## src/shared/timer_channel_params.svh

```systemverilog
// constants for the multimode timer channel: offsets, fields, encodings
// assumes a 32-bit apb bus with word-aligned registers
`ifndef TIMER_CHANNEL_PARAMS_SVH
`define TIMER_CHANNEL_PARAMS_SVH

`define TMR_OFS_COUNT    12'h000
`define TMR_OFS_MODE     12'h004
`define TMR_OFS_START    12'h008
`define TMR_OFS_STATUS   12'h00C

// mode register fields
`define MODE_OP_LSB      0
`define MODE_OP_MSB      1
`define MODE_EDGE_LSB    2
`define MODE_EDGE_MSB    3
`define MODE_GATE_BIT    4
`define MODE_GATE_POL    5
`define MODE_PULSE_BIT   6
`define MODE_MEAS_BIT    7
`define MODE_SRC_LSB     8
`define MODE_SRC_MSB     9
`define MODE_WIDTH       10

// mode encodings of bits 1:0
`define OP_INTERVAL      2'h0
`define OP_EVENT         2'h1
`define OP_ONESHOT       2'h2
`define OP_MEASURE       2'h3

// edge select encodings
`define EDGE_RISE        2'h0
`define EDGE_FALL        2'h1
`define EDGE_BOTH        2'h2

// count source encodings
`define SRC_DIV1         2'h0
`define SRC_DIV8         2'h1
`define SRC_DIV32        2'h2
`define SRC_SUB32        2'h3

`define DIV8_LAST        5'h07
`define DIV32_LAST       5'h1F
`define CNT_ZERO         16'h0000
`define CNT_ONES         16'hFFFF
`define STATUS_OVF_BIT   0
`define STATUS_VALID_BIT 1

`endif

```

## src/shared/timer_channel_pkg.sv

```systemverilog
// types shared by the multimode timer channel
// assumes the params header sits on the include path
package timer_channel_pkg;

  typedef enum logic [1:0] {
    OP_INTERVAL_E = 2'h0,
    OP_EVENT_E    = 2'h1,
    OP_ONESHOT_E  = 2'h2,
    OP_MEASURE_E  = 2'h3
  } op_mode_t;

  typedef enum logic [2:0] {
    ST_IDLE = 3'b001,
    ST_RUN  = 3'b010,
    ST_DONE = 3'b100
  } run_state_t;

endpackage

```

## src/hw/multimode_timer_channel.sv

```systemverilog
// multimode 16-bit timer channel with apb register access
// assumes pins are asynchronous and a subclock tap arrives as a pin level
// Notes on behaviour
// - event mode counts selected pin edges: rising, falling or both
// - event and interval modes count down, reload on underflow
// - underflow period is reload value plus one source events
// - counting runs only while the start flag is set
// - underflow in event or interval mode pulses the interrupt request
// - timer read returns live counter in event and interval modes
// - write while stopped loads reload register and counter
// - write while running loads reload only; counter takes it at reload
// - effective edge captures count into reload and restarts from zero
// - measurement edge raises interrupt, except first edge after start
// - measurement overflow raises interrupt and sets overflow flag
// - overflow flag clears only on mode write while start flag set
// - measurement read returns capture, undefined before second edge
// - measurement mode ignores timer register writes
// - mode bits 1:0 pick interval, event, one-shot or measurement
// - gate option starts and stops counting by pin level in interval mode
// - pulse option toggles pin level at every underflow outside event mode
// - pin is port, gate input or toggle output per option
// - one-shot mode stops at underflow, reloading the counter and clearing the start flag
`timescale 1ns/1ps
`include "timer_channel_params.svh"

module multimode_timer_channel
  import timer_channel_pkg::*;
#(
  parameter int CNT_W = 16
) (
  // clock and reset
  input  wire logic              core_clk,
  input  wire logic              arst_n,
  // apb slave
  input  wire logic              psel,
  input  wire logic              penable,
  input  wire logic              pwrite,
  input  wire logic [11:0]       paddr,
  input  wire logic [31:0]       pwdata,
  input  wire logic [3:0]        pstrb,
  output logic      [31:0]       prdata,
  output logic                   pready,
  output logic                   pslverr,
  // pins
  input  wire logic              eventCapturePinIn,
  input  wire logic              gateTogglePinIn,
  output logic                   gateTogglePinOut,
  output logic                   gateTogglePinOe,
  input  wire logic              subclkDivThirtytwoIn,
  // interrupt request
  output logic                   timerIrq
);

  // every register of the channel lives in this one struct
  typedef struct packed {
    logic [2:0]            syncEvt;
    logic [2:0]            syncGate;
    logic [2:0]            syncSub;
    logic [4:0]            prescale;
    logic [CNT_W-1:0]      counter;
    logic [CNT_W-1:0]      reload;
    logic [`MODE_WIDTH-1:0] mode;
    logic                  start;
    logic                  overflow;
    logic                  seenEdge;
    logic                  capValid;
    logic                  toggleLevel;
    logic                  irq;
    run_state_t            runState;
    logic [31:0]           rdata;
  } state_t;

  state_t cur;
  state_t next_cur;

  logic              wrEn;
  logic              rdEn;
  logic              addrHit;
  logic              clkDivOne;
  logic              clkDivEight;
  logic              clkDivThirtytwo;
  logic              subclkDivThirtytwo;
  logic              srcTick;
  logic              evtRise;
  logic              evtFall;
  logic              evtEdge;
  logic              gateOpen;
  logic              running;
  logic [1:0]        opMode;
  logic [1:0]        edgeSel;
  logic [1:0]        srcSel;
  logic [CNT_W-1:0]  wrValue;
  logic              isInterval;
  logic              isEvent;
  logic              isOneShot;
  logic              isMeasure;
  logic              measWidth;
  logic              measEdge;
  logic              measTick;
  logic              gateEnabled;
  logic              gateLevelMet;
  logic              countTick;
  logic              underflow;
  logic              ovfSet;
  logic              ovfClear;
  logic              wrMode;
  logic              wrStart;
  logic              startRise;
  logic              pinDrives;
  logic [CNT_W-1:0]  cntDec;
  logic [CNT_W-1:0]  cntInc;
  logic [31:0]       rdNext;

  assign opMode  = cur.mode[`MODE_OP_MSB:`MODE_OP_LSB];
  assign edgeSel = cur.mode[`MODE_EDGE_MSB:`MODE_EDGE_LSB];
  assign srcSel  = cur.mode[`MODE_SRC_MSB:`MODE_SRC_LSB];
  assign wrValue = pwdata[CNT_W-1:0];

  // one decode of the op field, shared by counting, pin and read paths
  assign isInterval = (opMode == `OP_INTERVAL);
  assign isEvent    = (opMode == `OP_EVENT);
  assign isOneShot  = (opMode == `OP_ONESHOT);
  assign isMeasure  = (opMode == `OP_MEASURE);
  assign measWidth  = isMeasure && cur.mode[`MODE_MEAS_BIT];

  // count arithmetic stays at counter width; the up-count wrap is the overflow
  assign cntDec = cur.counter - CNT_W'(1);
  assign cntInc = cur.counter + CNT_W'(1);

  // zero-wait apb: answer in the access phase itself
  assign wrEn    = psel && penable && pwrite;
  // read data is taken at the setup edge so it stands for the whole access
  assign rdEn    = psel && !penable && !pwrite;
  assign addrHit = (paddr == `TMR_OFS_COUNT) || (paddr == `TMR_OFS_MODE)
                || (paddr == `TMR_OFS_START) || (paddr == `TMR_OFS_STATUS);
  assign pready  = 1'b1;
  // unmapped offsets answer with an error but never stall
  assign pslverr = psel && penable && !addrHit;
  assign prdata  = cur.rdata;

  // register write decodes; pstrb is ignored, every register takes a full word
  assign wrMode    = wrEn && (paddr == `TMR_OFS_MODE);
  assign wrStart   = wrEn && (paddr == `TMR_OFS_START);
  assign startRise = wrStart && pwdata[0] && !cur.start;

  // divided source taps as one-cycle enables
  assign clkDivOne          = 1'b1;
  // free-running prescaler: the first tap tick after start may come early
  assign clkDivEight        = (cur.prescale[2:0] == 3'(`DIV8_LAST));
  assign clkDivThirtytwo    = (cur.prescale == `DIV32_LAST);
  // the subclock tap counts its rising edges only, three cycles late
  assign subclkDivThirtytwo = cur.syncSub[1] && !cur.syncSub[2];

  always_comb begin
    case (srcSel)
      `SRC_DIV1:  srcTick = clkDivOne;
      `SRC_DIV8:  srcTick = clkDivEight;
      `SRC_DIV32: srcTick = clkDivThirtytwo;
      default:    srcTick = subclkDivThirtytwo;
    endcase
  end

  // edge detect reads only the second and third stages, never the first
  assign evtRise = cur.syncEvt[1] && !cur.syncEvt[2];
  assign evtFall = !cur.syncEvt[1] && cur.syncEvt[2];

  always_comb begin
    // width measurement takes both edges whatever the edge field says
    if (measWidth) begin
      evtEdge = evtRise || evtFall;
    end else begin
      case (edgeSel)
        `EDGE_RISE: evtEdge = evtRise;
        `EDGE_FALL: evtEdge = evtFall;
        `EDGE_BOTH: evtEdge = evtRise || evtFall;
        default:    evtEdge = evtRise;
      endcase
    end
  end

  // gate level polarity is selectable; pin sampled through synchroniser
  // the gate acts three cycles after the pin moves, like any pin input
  assign gateEnabled  = cur.mode[`MODE_GATE_BIT] && isInterval;
  assign gateLevelMet = (cur.syncGate[1] == cur.mode[`MODE_GATE_POL]);
  assign gateOpen     = !gateEnabled || gateLevelMet;
  assign running      = cur.start && (cur.runState == ST_RUN);

  // in measurement an edge beats a source tick of the same cycle
  assign measEdge = running && isMeasure && evtEdge;
  assign measTick = running && isMeasure && !evtEdge && srcTick;

  // down-count modes step on pin edges in event mode, else on the gated source
  assign countTick = isEvent ? evtEdge : (srcTick && gateOpen);
  assign underflow = countTick && (cur.counter == `CNT_ZERO);

  // overflow set and its software clear in one cycle: the set wins
  assign ovfSet   = measTick && (cur.counter == `CNT_ONES);
  assign ovfClear = wrMode && cur.start;

  always_comb begin
    next_cur = cur;
    next_cur.irq      = 1'b0;
    next_cur.syncEvt  = {cur.syncEvt[1:0], eventCapturePinIn};
    next_cur.syncGate = {cur.syncGate[1:0], gateTogglePinIn};
    next_cur.syncSub  = {cur.syncSub[1:0], subclkDivThirtytwoIn};
    next_cur.prescale = cur.prescale + 5'h01;

    // start flag sequencing; one-shot passes through done for one cycle, then idle
    case (cur.runState)
      ST_IDLE: begin
        if (cur.start) begin
          next_cur.runState = ST_RUN;
        end
      end
      ST_RUN: begin
        if (!cur.start) begin
          next_cur.runState = ST_IDLE;
        end
      end
      ST_DONE: begin
        if (!cur.start) begin
          next_cur.runState = ST_IDLE;
        end
      end
      default: next_cur.runState = ST_IDLE;
    endcase

    if (running) begin
      case (opMode)
        `OP_INTERVAL, `OP_EVENT, `OP_ONESHOT: begin
          if (countTick) begin
            if (underflow) begin
              // a running write waits in the reload copy until this point
              next_cur.counter = cur.reload;
              next_cur.irq     = 1'b1;
              // toggle level survives a stop, so a restart resumes from it
              if (cur.mode[`MODE_PULSE_BIT] && !isEvent) begin
                next_cur.toggleLevel = !cur.toggleLevel;
              end
              // done marks a finished one-shot; start is cleared here, so idle follows next cycle
              if (isOneShot) begin
                next_cur.runState = ST_DONE;
                next_cur.start    = 1'b0;
              end
            end else begin
              next_cur.counter = cntDec;
            end
          end
        end
        default: begin
          // the capture stays undefined to software until a second edge
          if (measEdge) begin
            next_cur.reload   = cur.counter;
            next_cur.counter  = `CNT_ZERO;
            next_cur.seenEdge = 1'b1;
            next_cur.capValid = cur.seenEdge;
            next_cur.irq      = cur.seenEdge;
          end else if (srcTick) begin
            next_cur.counter = cntInc;
            if (ovfSet) begin
              next_cur.overflow = 1'b1;
              next_cur.irq      = 1'b1;
            end
          end
        end
      endcase
    end

    // register writes; hardware overflow set wins over the clear
    if (wrEn) begin
      case (paddr)
        `TMR_OFS_COUNT: begin
          // dropped silently in measurement, with no slave error
          if (!isMeasure) begin
            next_cur.reload = wrValue;
            if (!running) begin
              next_cur.counter = wrValue;
            end
          end
        end
        `TMR_OFS_MODE: begin
          next_cur.mode = pwdata[`MODE_WIDTH-1:0];
          if (ovfClear && !ovfSet) begin
            next_cur.overflow = 1'b0;
          end
        end
        `TMR_OFS_START: begin
          next_cur.start = pwdata[0];
          if (startRise) begin
            next_cur.seenEdge = 1'b0;
            next_cur.capValid = 1'b0;
          end
        end
        default: ;
      endcase
    end

    if (rdEn) begin
      next_cur.rdata = rdNext;
    end
  end

  // read mux apart from the state update; upper bits read zero
  always_comb begin
    rdNext = 32'h0000_0000;
    case (paddr)
      `TMR_OFS_COUNT:  rdNext[CNT_W-1:0] = isMeasure ? cur.reload : cur.counter;
      `TMR_OFS_MODE:   rdNext[`MODE_WIDTH-1:0] = cur.mode;
      `TMR_OFS_START:  rdNext[0] = cur.start;
      `TMR_OFS_STATUS: begin
        rdNext[`STATUS_OVF_BIT]   = cur.overflow;
        rdNext[`STATUS_VALID_BIT] = cur.capValid;
      end
      default:         rdNext = 32'h0000_0000;
    endcase
  end

  always_ff @(posedge core_clk or negedge arst_n) begin
    if (!arst_n) begin
      cur <= '{runState: ST_IDLE, default: '0};
    end else begin
      cur <= next_cur;
    end
  end

  // pin drives only when pulse output is chosen outside measurement/event
  // and stays an input while gated, so the gate level is never overdriven
  assign pinDrives        = cur.mode[`MODE_PULSE_BIT] && !cur.mode[`MODE_GATE_BIT]
                         && (isInterval || isOneShot);
  assign gateTogglePinOe  = pinDrives;
  assign gateTogglePinOut = cur.toggleLevel;
  // a one-cycle registered pulse; a wider request needs a latch outside
  assign timerIrq         = cur.irq;

endmodule

```

## config.mk

```make
export PLATFORM = sky130hd
export DESIGN_NAME = multimode_timer_channel
export DESIGN_NICKNAME = d
export VERILOG_FILES = /design/src/shared/timer_channel_pkg.sv /design/src/hw/multimode_timer_channel.sv
export VERILOG_INCLUDE_DIRS = /design/src /design/src/shared
export SDC_FILE = /design/constraint.sdc
export NUM_CORES = 1
export LEC_CHECK = 0
export ABC_AREA = 1
export BUFFER_PORTS_ARGS = -buffer_cell sky130_fd_sc_hd__buf_2
export CORE_ASPECT_RATIO = 1.5
export CORE_MARGIN = 10
export CORE_UTILIZATION = 49
export CTS_CLUSTER_DIAMETER = 120
export DETAILED_ROUTE_END_ITERATION = 10
export GPL_TIMING_DRIVEN = 0
export HOLD_SLACK_MARGIN = 0.15
export PLACE_DENSITY = 0.73
export SYNTH_ARGS = -nofsm -noshare
export SYNTH_HDL_FRONTEND = slang
export SYNTH_SLANG_ARGS = --single-unit
```

## constraint.sdc

```tcl
create_clock -name core_clk -period 1.93 [get_ports core_clk]
set_input_delay 0.193 -clock core_clk [delete_from_list [all_inputs] [get_ports core_clk]]
set_output_delay 0.193 -clock core_clk [all_outputs]
set_load 0.05 [all_outputs]
```

== Word-level counts from Yosys, hierarchy flattened ==
Cells that the tools add are included.
Storage, ports and cells
  word-level logic and storage cells: 139
  flip-flop bits (word level): 80
  input bits: 56
Operators by class
  multiplexer cells: 50
  reductions and logical operators: 54
  equality and inequality tests: 17
  add/sub/neg operators: 3
Operators with widths (number)
  2-to-1 mux 16 bit: 9
  2-to-1 mux 32 bit: 3
  2-to-1 mux 46 bit: 1
  logical AND 1 bit: 27
  equality test 12 x 4 -> 1 bit, second input constant: 2
  2-to-1 mux 1 bit: 18
  adder 16 x 1 -> 16 bit, second input constant: 1
  equality test 16 bit, second input constant: 1
  zero test 16 bit: 1
  case mux 8 bit (2 select lines): 1
  subtractor 16 x 1 -> 16 bit, second input constant: 1
  2-to-1 mux 3 bit: 5
  zero test 1 bit: 13
  equality test 12 x 3 -> 1 bit, second input constant: 1
  zero test 12 bit: 1
  2-to-1 mux 10 bit: 1
  2-to-1 mux 5 bit: 2
  2-to-1 mux 9 bit: 1
  equality test 2 bit, second input constant: 4
  equality test 2 x 1 -> 1 bit, second input constant: 3
  equality test 3 bit, second input constant: 2
  logical OR 1 bit: 6
  2-to-1 mux 2 bit: 3
  2-to-1 mux 6 bit: 1
  14 further kinds: 16

== Depth between registers and ports, before layout ==
Gate-level depths: netlist of run 1.
  depth after elaboration: 17
  gate-level depth with buffers: 18
  depth with buffers taken out: 18

== Worst setup path after synthesis of run 1 ==
OpenSTA, ideal clock, no wires.
  path kind: input port to output port
  start: in paddr[1]
  end: out pslverr
  stages: 6
  arrival: 2.079 ns
  slack: -0.342 ns
  cell sequence: or2_1 -> buf_6 -> nor3_4 -> nand2_4 -> nand3_1 -> nor4_1
Between the ends
  word-level cells in the longest chain between the ends: 6
Ends and longest elaborated chain
  from (decl): line multimode_timer_channel.sv:38  | input wire logic [11:0] paddr,
  equality test 12 x 3 -> 1 bit or zero test 12 bit (tied branches)
  logical OR 1 bit (2 in series): line multimode_timer_channel.sv:134  | assign addrHit = (paddr == `TMR_OFS_COUNT) || (paddr == `TMR_OFS_MODE)
  logical OR 1 bit *: line multimode_timer_channel.sv:134
  zero test 1 bit *: line multimode_timer_channel.sv:138  | assign pslverr = psel && penable && !addrHit;
  logical AND 1 bit *: line multimode_timer_channel.sv:138
  to (decl): line multimode_timer_channel.sv:43  | output logic pslverr,
Every way passes the cells marked *; elsewhere a longest branch is shown, timed or not.

==> results.md, run 1 <==
Outcome:
- The flow ran to the end, but the final reports show violations.
- The final reports fail on setup timing.

Flow run:
- Across the run, the number of max-cap violations was 0.

Worst setup path:
- Along the worst path, the maximum fanout reaches 6.
- The launching element type of the critical path is a flip-flop.
- The critical path required time is between 2000 and 2500 ps.
- In this run the critical register-to-register path is captured at cur[68].
- The depth of the worst register-to-register path is 15.
- The start of the worst register-to-register path is cur[83].
- The endpoint kind of the worst setup timing path is a flip-flop.
- The arrival time at the worst endpoint is between 2000 and 2500 ps.
- The setup check on the worst reg-to-reg path leaves a slack of -180 ps.
- The worst setup path is of the flip-flop to flip-flop kind.

Detailed routing:
- The initial DRC count is roughly 470.
- The overall via count from detail_route is ~5,800.
- The post-detailed-route wirelength per cell is 18.3 um.
- The DRC violation count after routing is 0.
- The first-pass iteration count of the detailed router is 6.
- The via-per-instance ratio is about 5.5.
- The post-route antenna net violation count is 0.
- The final layout contains routed wiring with a total length of just under 20 mm.

Yosys:
- The dominant register cell in the synthesized netlist is dfrtp_1.
- Sorting the synthesized cells by area gives the leading types as dfrtp_1 34%, nand2_1 14%, o21ai_0 6.6%, buf_4 5.5%, inv_1 5.5%.
- The proportion of synthesized flip-flops having asynchronous set or reset is between 90% and 100%.
- The Yosys step of the flow raised 0 warnings.
- The area share of the largest cell type after synthesis is 34.3%.
- The synthesized design contains 0 enable-type register cells.
- The total standard cell area after synthesis is 5770 um2.
- The post-synthesis sequential area ratio is approximately a third.
- The synthesized design contains 80 register bits.
- A synthesized cell averages a little over 7 um2.
- Yosys mapped the design onto between 40 and 50 distinct sky130hd cell types.
- The library cell with the largest summed area after synthesis is dfrtp_1.
- In the synthesized netlist, the number of instances is approximately 800.

Power and ir drop:
- VDD sags by at most around 0.0004 V.
- The leakage power summed over all cells is approximately 3.7 nW.
- The total power divided by cell area is approximately 540 nW/um2.

Global route:
- The first global-routing pass estimated ~29 mm of wire.
- For met1 alone, demand over resource in global routing was 26.0%.
- Entering global routing, the biggest net connects 54 pins.
- The initial antenna violation count is 0.
- The total congestion overflow after global routing is 0.
- The layer carrying the most global-route usage is met2.
- The via count of the first global-routing pass is 5,538.
- For met2 alone, demand over resource in global routing was 37.8%.
- Global routing consumed, over all layers together, a little under a quarter of the routing resources.
- The met3 routing resource usage after global routing is under 10%.

Cells and area:
- The library cell used most frequently in the layout, excluding fill and tap cells, is nand2_1.
- The number of standard cells in the layout, taps in and fillers out is between 1,000 and 1,500.
- In the layout the commonest cells are 211 x nand2_1, 78 x dfrtp_1, 77 x inv_1, 60 x buf_2, 56 x o21ai_0.
- The core occupancy in the finished layout is around 63%.
- The fraction of layout instances using a drive strength above 1 is between 20 and 30%.
- The final layout net count is between 900 and 1,000.
- The number of antenna diodes in the final layout is 0.
- Relative to the synthesized area, the layout overhead comes to 25.1%.

STA:
- The maximum clock skew at final layout is about 5.7 ps.
- Setup repair after global routing could not meet its margin everywhere.
- Setup violations remaining at the end of the flow were counted as 22.
- The share of the clock period used by the worst path after layout is 109%.
- The slack of the critical path is -180 ps.
- The highest achievable clock rate is 474 MHz.
- The actual slew at the worst max-slew pin is approximately 800 ps.
- The minimum clock period after layout is approximately 2100 ps.
- The worst slew margin relative to its limit is between 40% and 50%.
- The final hold violation count is 0.
- The final-report max-slew violation count is 0.

Min path:
- The class of the tightest hold or removal check is primary input to flip-flop.
- The critical hold path startpoint is pwdata[11].
- The depth of the worst hold-timing path is 3.
- For hold timing, the worst endpoint is cur[62].

Place:
- The half-perimeter wire length after placement is 14.0 mm.
- The number of placed instances with taps included is about 1,000.
- The global placement routability congestion is slightly below 1.
- The number of input and output port buffers inserted is between 50 and 60.

Die:
- The floorplan has between 40 and 50 rows.
- The horizontal die dimension is 109 um.
- a little over 90 I/O pins were placed.
- The die is about 150 um tall.
- The core region area is 11,500 um2.
- The initial cell density of the core is 50.0%.
- The floorplan step defined a die boundary enclosing 16,600 um2.

Clock network:
- The sink count of the clock tree is 80.
- The worst-case clock buffer depth is 2.
- The number of clock buffers added by TritonCTS is 9.
- The TritonCTS clock tree is yes.
- The clock reaches the later pin of the worst-skew pair after around 350 ps.
- The CTS H-tree depth is 3.
- The clock edge transition at the registers on the reported setup and hold paths is around 70 ps.
- The clock tree root buffer cell is clkbuf_16.
per-layer routing:
layer / up-vias / share of wire [%] / routed length (um)
li1: 2788 / - / -
met5: - / 0 / 0
met1: 2703 / 37 / 7250
met3: 70 / 8.0 / 1570
met2: 271 / 49 / 9560
met4: 0 / 5.8 / 1130
what timing repair did:
action | in CTS | in global routing
gates cloned | 2 | 3
hold buffers | 13 | 0
setup endpoints to repair | 34 | 44
pin swaps | 4 | 19
setup buffers | 8 | 6
hold endpoints to repair | 40 | 0
resized for setup | 42 | 55
layout make-up:
type | count | area (um2)
clock inverter | 7 | 61.3
multi-input combinational | 571 | 3170
fill | 1087 | 4320
inverter | 92 | 362
sequential | 80 | 2000
timing repair buffer | 87 | 658
tap | 150 | 188
clock buffer | 9 | 225
buffer | 69 | 547
logic make-up after synthesis:
kind of cell | count (synthesis) | share of synthesized area (%)
and+or+nand+nor | 386 | 31.2
buffers and inverters | 162 | 14.6
AOI/OAI and AO/OA | 146 | 15.5
DFF | 80 | 34.7
xor gates and xnor gates | 11 | 1.67
adders and majority gates | 10 | 2.17
other | 2 | 0.130
synth_stat cells (10+ instances only):
master and n:
a21oi_1 23, buf_2 11, buf_4 42, dfrtp_1 79, ha_1 10, inv_1 84
nand2_1 218, nand3_1 58, nand4_1 11, nor2_1 45, nor2_2 10, nor3_1 13
o211ai_1 14, o21ai_0 76, xor2_1 11
state kept, by name, indices dropped and copies added (netlist names):
signal,count
cur,62
timerIrq,1
prdata,16
gateTogglePinOut,1
report_power, final:
group	switching, W	leakage [nW]	internal, W
combinational	0.000328	2.49	0.000169
clock	0.000788	0.140	0.000899
sequential	0.0000181	1.02	0.00171
total	0.00113	3.65	0.00278
worst max-delay path by stage:
stage,start,endpoint
2_1_floorplan,cur[83],cur[68]
3_3_place_gp,cur[83],gateTogglePinOut
3_5_place_dp,cur[83],gateTogglePinOut
4_1_cts,cur[83],cur[68]
5_1_grt,cur[83],cur[76]
6_report,cur[83],cur[68]
per-stage QoR:
step                      setup TNS (ps)  power, W  area, um2  hold slack [ps]  worst slack (ps)
after floorplan                        0   0.00209       5830             -103              9.81
after global placement            -11050   0.00221       6300              302              -483
after detailed placement          -11120   0.00223       6330              148              -481
after CTS                          -1760   0.00393       6970              166              -148
after global routing               -5950   0.00405       7210              174              -295
final                              -2170   0.00391       7210              155              -180
worst max-delay path: stages (launching register included):
cell	delay, ps
dfrtp_1	390
ha_2	190
nand2_1	60
nor2_1	40
ha_1	160
inv_1	50
nand2_1	50
nand2_2	80
nand3_4	110
nand3_4	140
nand2_8	130
buf_12	160
o211ai_1	200
nand3_1	110
nand2_1	80
nand2_1	50
Note: power is estimated with default switching activity, not from simulation.
==> inputs of run 2 (changes only) <==
- ABC_AREA: 1 -> default
- CTS_BUF_LIST: default -> sky130_fd_sc_hd__clkbuf_4 sky130_fd_sc_hd__clkbuf_8
- PLACE_DENSITY: 0.73 -> 0.74
==> results.md, run 2 <==
Outcome:
- The flow ran to the end, but the final reports show violations.
- The final reports fail on setup timing.

Cells and area:
- After the last flow step, the layout net total stands at 820.
- The flip-flop count of the largest register after layout is 62.
- Leaving out fill and tap cells, the most frequent cells in the layout are 79 x dfrtp_1, 76 x nand2_1, 65 x buf_4, 61 x buf_2, 51 x a21oi_1.
- The layout overhead on the synthesized area is 35.8%.
- The most frequent standard cell in the layout excluding fill and tap cells is dfrtp_1.
- The cell area after layout is 7200 um2.
- Cells with a size suffix above 1 make up ~34% of the layout.
- The top register by number of flip-flops is cur.
- The count of antenna diodes in the layout is 0.

STA:
- Setup violations remaining at the end of the flow were counted as 40.
- The final-report max-slew violation count was 0.
- The worst pin sits at a relative slew slack of a little over two fifths.
- The share of the clock period used by the worst path after layout is 129%.
- The final hold violation count is 0.
- Setup repair after global routing could not meet its margin everywhere.
- The sum of negative setup slack is -13,470 ps.
- For the pin with the worst max-slew slack, the measured transition is between 800 and 900 ps.
- In the post-route analysis, the smallest setup slack over all paths is -567 ps.
- The highest achievable clock rate is ~400 MHz.
- The routed design could run at a clock period as short as approximately 2500 ps.
- The maximum clock skew at final layout is between 9 and 10 ps.

Clock network:
- In this run the clock root is driven by a clkbuf_8.
- The CTS H-tree depth is 3.
- The later pin in the worst-skew pair is clocked with a latency of ~370 ps.
- The worst-case clock buffer depth is 2.
- The tree built by TritonCTS fans out to 80 sinks.
- Clock-pin slew was measured on the worst setup and hold paths at about 90 ps.
- TritonCTS built the clock tree.
- The number of buffers inserted during clock tree synthesis is 9.

Place:
- Summed over all nets, the half-perimeter wirelength after detailed placement is ~15 mm.
- In this run the cell area measured after placement is around 6000 um2.
- The number of input and output port buffers inserted is 53.
- The global placement routability congestion is a little under 1.

Yosys:
- Sorting the synthesized cells by how often they occur yields 79 x dfrtp_1, 77 x nand2_1, 64 x a21oi_1.
- The number of enable flip-flop cells after synthesis is 0.
- The number of different library cells in the post-synthesis netlist is between 70 and 80.
- The dominant register cell in the synthesized netlist is dfrtp_1.
- The post-synthesis sequential area ratio is a little under two fifths.
- The proportion of synthesized flip-flops having asynchronous set or reset is between 90% and 100%.
- The total standard cell area after synthesis is 5300 um2.
- In the post-synthesis netlist, the cell with the most instances is dfrtp_1.
- The cell count after synthesis is 619.
- The library cell with the largest summed area after synthesis is dfrtp_1.
- By area the synthesized netlist is led by dfrtp_1 37%, a21oi_1 6.0%, nand2_1 5.5%, buf_4 5.4%, mux2i_1 4.5%.
- The register bit total from synthesis is 80.
- The number of warning messages in the yosys log is 0.
- The share of synthesized area in the top cell type comes to 37.3%.
- After synthesis, the mean cell area works out to between 8 and 9 um2.

Global route:
- The via count of the first global-routing pass is 5,675.
- The total congestion overflow after global routing is 0.
- The global routing usage summed across all routing layers is between 20% and 30%.
- The first global-routing pass estimated between 30 and 40 mm of wire.
- The largest net degree at the start of global routing is between 60 and 70.
- The initial antenna violation count was 0.

Worst setup path:
- The critical path required time is 2170 ps.
- Counting cells, the worst reg-to-reg path comes to 10.
- The worst register-to-register path begins at cur[83].
- The worst setup path is launched from a flip-flop.
- The most prevalent standard cell on the critical path is o211ai_1.
- The reg2reg setup slack is -570 ps.
- Tracing the worst setup path back leads to its startpoint at cur[83].
- The standard cell with the maximum stage delay on the critical path is dfrtp_1.
- Traced cell by cell, the critical path runs through ha_2 -> and3_4 -> ha_4 -> or3b_4 -> o31a_1 -> buf_4 -> o2bb2ai_4 -> clkbuf_16 -> o211ai_1 -> o211ai_1.
- STA classifies the critical path endpoint as a flip-flop.
- The endpoint identified for the worst register-to-register timing path is cur[68].
- The critical path's largest stage delay is 390 ps.
- The arrival time at the worst endpoint is approximately 2700 ps.
- The category of the most critical setup path is flip-flop to flip-flop.
- Of all nets on the critical path, the largest fanout is 6.

Min path:
- The class of the tightest hold or removal check is primary input to asynchronous set/reset pin.

Power and ir drop:
- The switching power is 0.00263 W.
- The analysis attributes to cell leakage a power of roughly 3.2 nW.
- Dividing total power by cell area gives a power density of ~850 nW/um2.
- The internal power contribution is 0.00351 W.
- The maximum resistive drop on vdd is around 0.00077 V.
- Per report_power, the sequential group accounts for between 30% and 40% of the total.
- In this run, the clock network consumes a little over a fifth of the power.
- The combinational power share is between 40% and 50%.
- Of the total power, the share spent switching nets is ~43%.

Die:
- The core region is between 10,000 and 15,000 um2.
- The die extent in y is ~150 um.
- The area of the die is 15,500 um2.
- The initial cell density of the core is around half.
- The I/O pin total is 93.
- The floorplan has 46 rows.
- The die is roughly 100 um wide.

Detailed routing:
- The via-per-instance ratio is roughly 6.
- After detailed routing, the average wire length per cell comes to about 23 um.
- The count of nets left with antenna violations once routing finished came out at 0.
- Wires add up to about 20 mm.
- For this block, the initial DRC count from the detailed router was approximately 470.
- For this run, the detailed router's first-pass iteration total came to 5.
- The overall via count from detail_route is about 5,500.
- After detailed routing, the number of remaining DRC violations is 0.

Flow run:
- Across the run, the number of max-cap violations was 0.
-- run 2: changes by cell type after synthesis, moves of 24 or more --
cell | previous run | this run
inv_1 | 84 | 18
o21ai_0 | 76 | 21
nand3_1 | 58 | 11
mux2i_1 | 0 | 24
nand2_1 | 218 | 77
a21oi_1 | 23 | 64
-- run 2: kinds of logic (layout without fill, tap and decap cells) --
kind of cell | count (synthesis) | after routing | share of synthesized area (%)
AND/OR/NAND/NOR | 223 | 223 | 22.1
AO/OA/AOI/OAI | 164 | 164 | 19.6
buffers and inverters | 100 | 225 | 10.3
flip-flops | 80 | 80 | 37.8
multiplexers | 35 | 35 | 6.87
adder cells (fa/ha/maj) | 10 | 10 | 2.36
XOR/XNOR | 5 | 5 | 0.826
other | 2 | 17 | 0.142
-- run 2: through the flow --
step           std cells  setup slack [ps]  total power (W)  util (%)  hold slack (ps)
2_1_floorplan        634              -264          0.00352         -             -103
3_3_place_gp         831              -927          0.00418      56.3              303
3_5_place_dp         832              -878          0.00421      56.6             76.3
4_1_cts              892              -535          0.00586      65.7              222
5_1_grt              903              -632          0.00640      68.0              260
6_report             903              -567          0.00614      68.0              244
-- run 2: how the worst max path moves through the flow --
stage / end / cells past startpoint
final: cur[68] / 10
after floorplan: cur[70] / 11
after global routing: cur[67] / 11
after global placement: cur[80] / 8
after detailed placement: cur[80] / 8
after CTS: cur[75] / 9
-- run 2: area by class of cell --
class / count / area [um2]
Tap cell: 144 / 180
Timing Repair Buffer: 110 / 840
Buffer: 81 / 588
Sequential cell: 80 / 2000
Multi-Input combinational cell: 454 / 3310
Fill cell: 912 / 3390
Clock inverter: 6 / 68.8
Inverter: 18 / 82.6
Clock buffer: 10 / 131
-- run 2: repair_timing --
item / in CTS / in global routing
setup buffers: 24 / 10
endpoints found under the hold margin: 119 / 0
pin swaps: 29 / 24
hold buffers: 19 / 0
endpoints found under the setup margin: 46 / 43
cloned: 2 / 1
resized for setup: 76 / 40
-- run 2: power by group through the flow --
stage          registers (W)  logic, W  clock network (W)
5_1_grt              0.00209   0.00292            0.00139
2_1_floorplan        0.00199   0.00153                  0
3_3_place_gp         0.00204   0.00214                  0
4_1_cts              0.00205   0.00248            0.00133
3_5_place_dp         0.00204   0.00217                  0
6_report             0.00207   0.00275            0.00132
-- run 2: worst max-delay path, delay by kind of cell (launching register included) --
kind	cells	cell delay, ps
DFF	1	390
adders and majority gates	2	340
AOI/OAI and AO/OA	4	690
buffers and inverters	2	390
and+or+nand+nor	2	540
-- run 2: routing by layer --
metal | track usage (%) | vias up | share of wire, %
met5 | 0 | - | 0
met4 | 20.5 | 0 | 7.1
met3 | 3.96 | 89 | 4.7
met2 | 45.9 | 241 | 52
met1 | 26.3 | 2687 | 36
li1 | - | 2459 | -
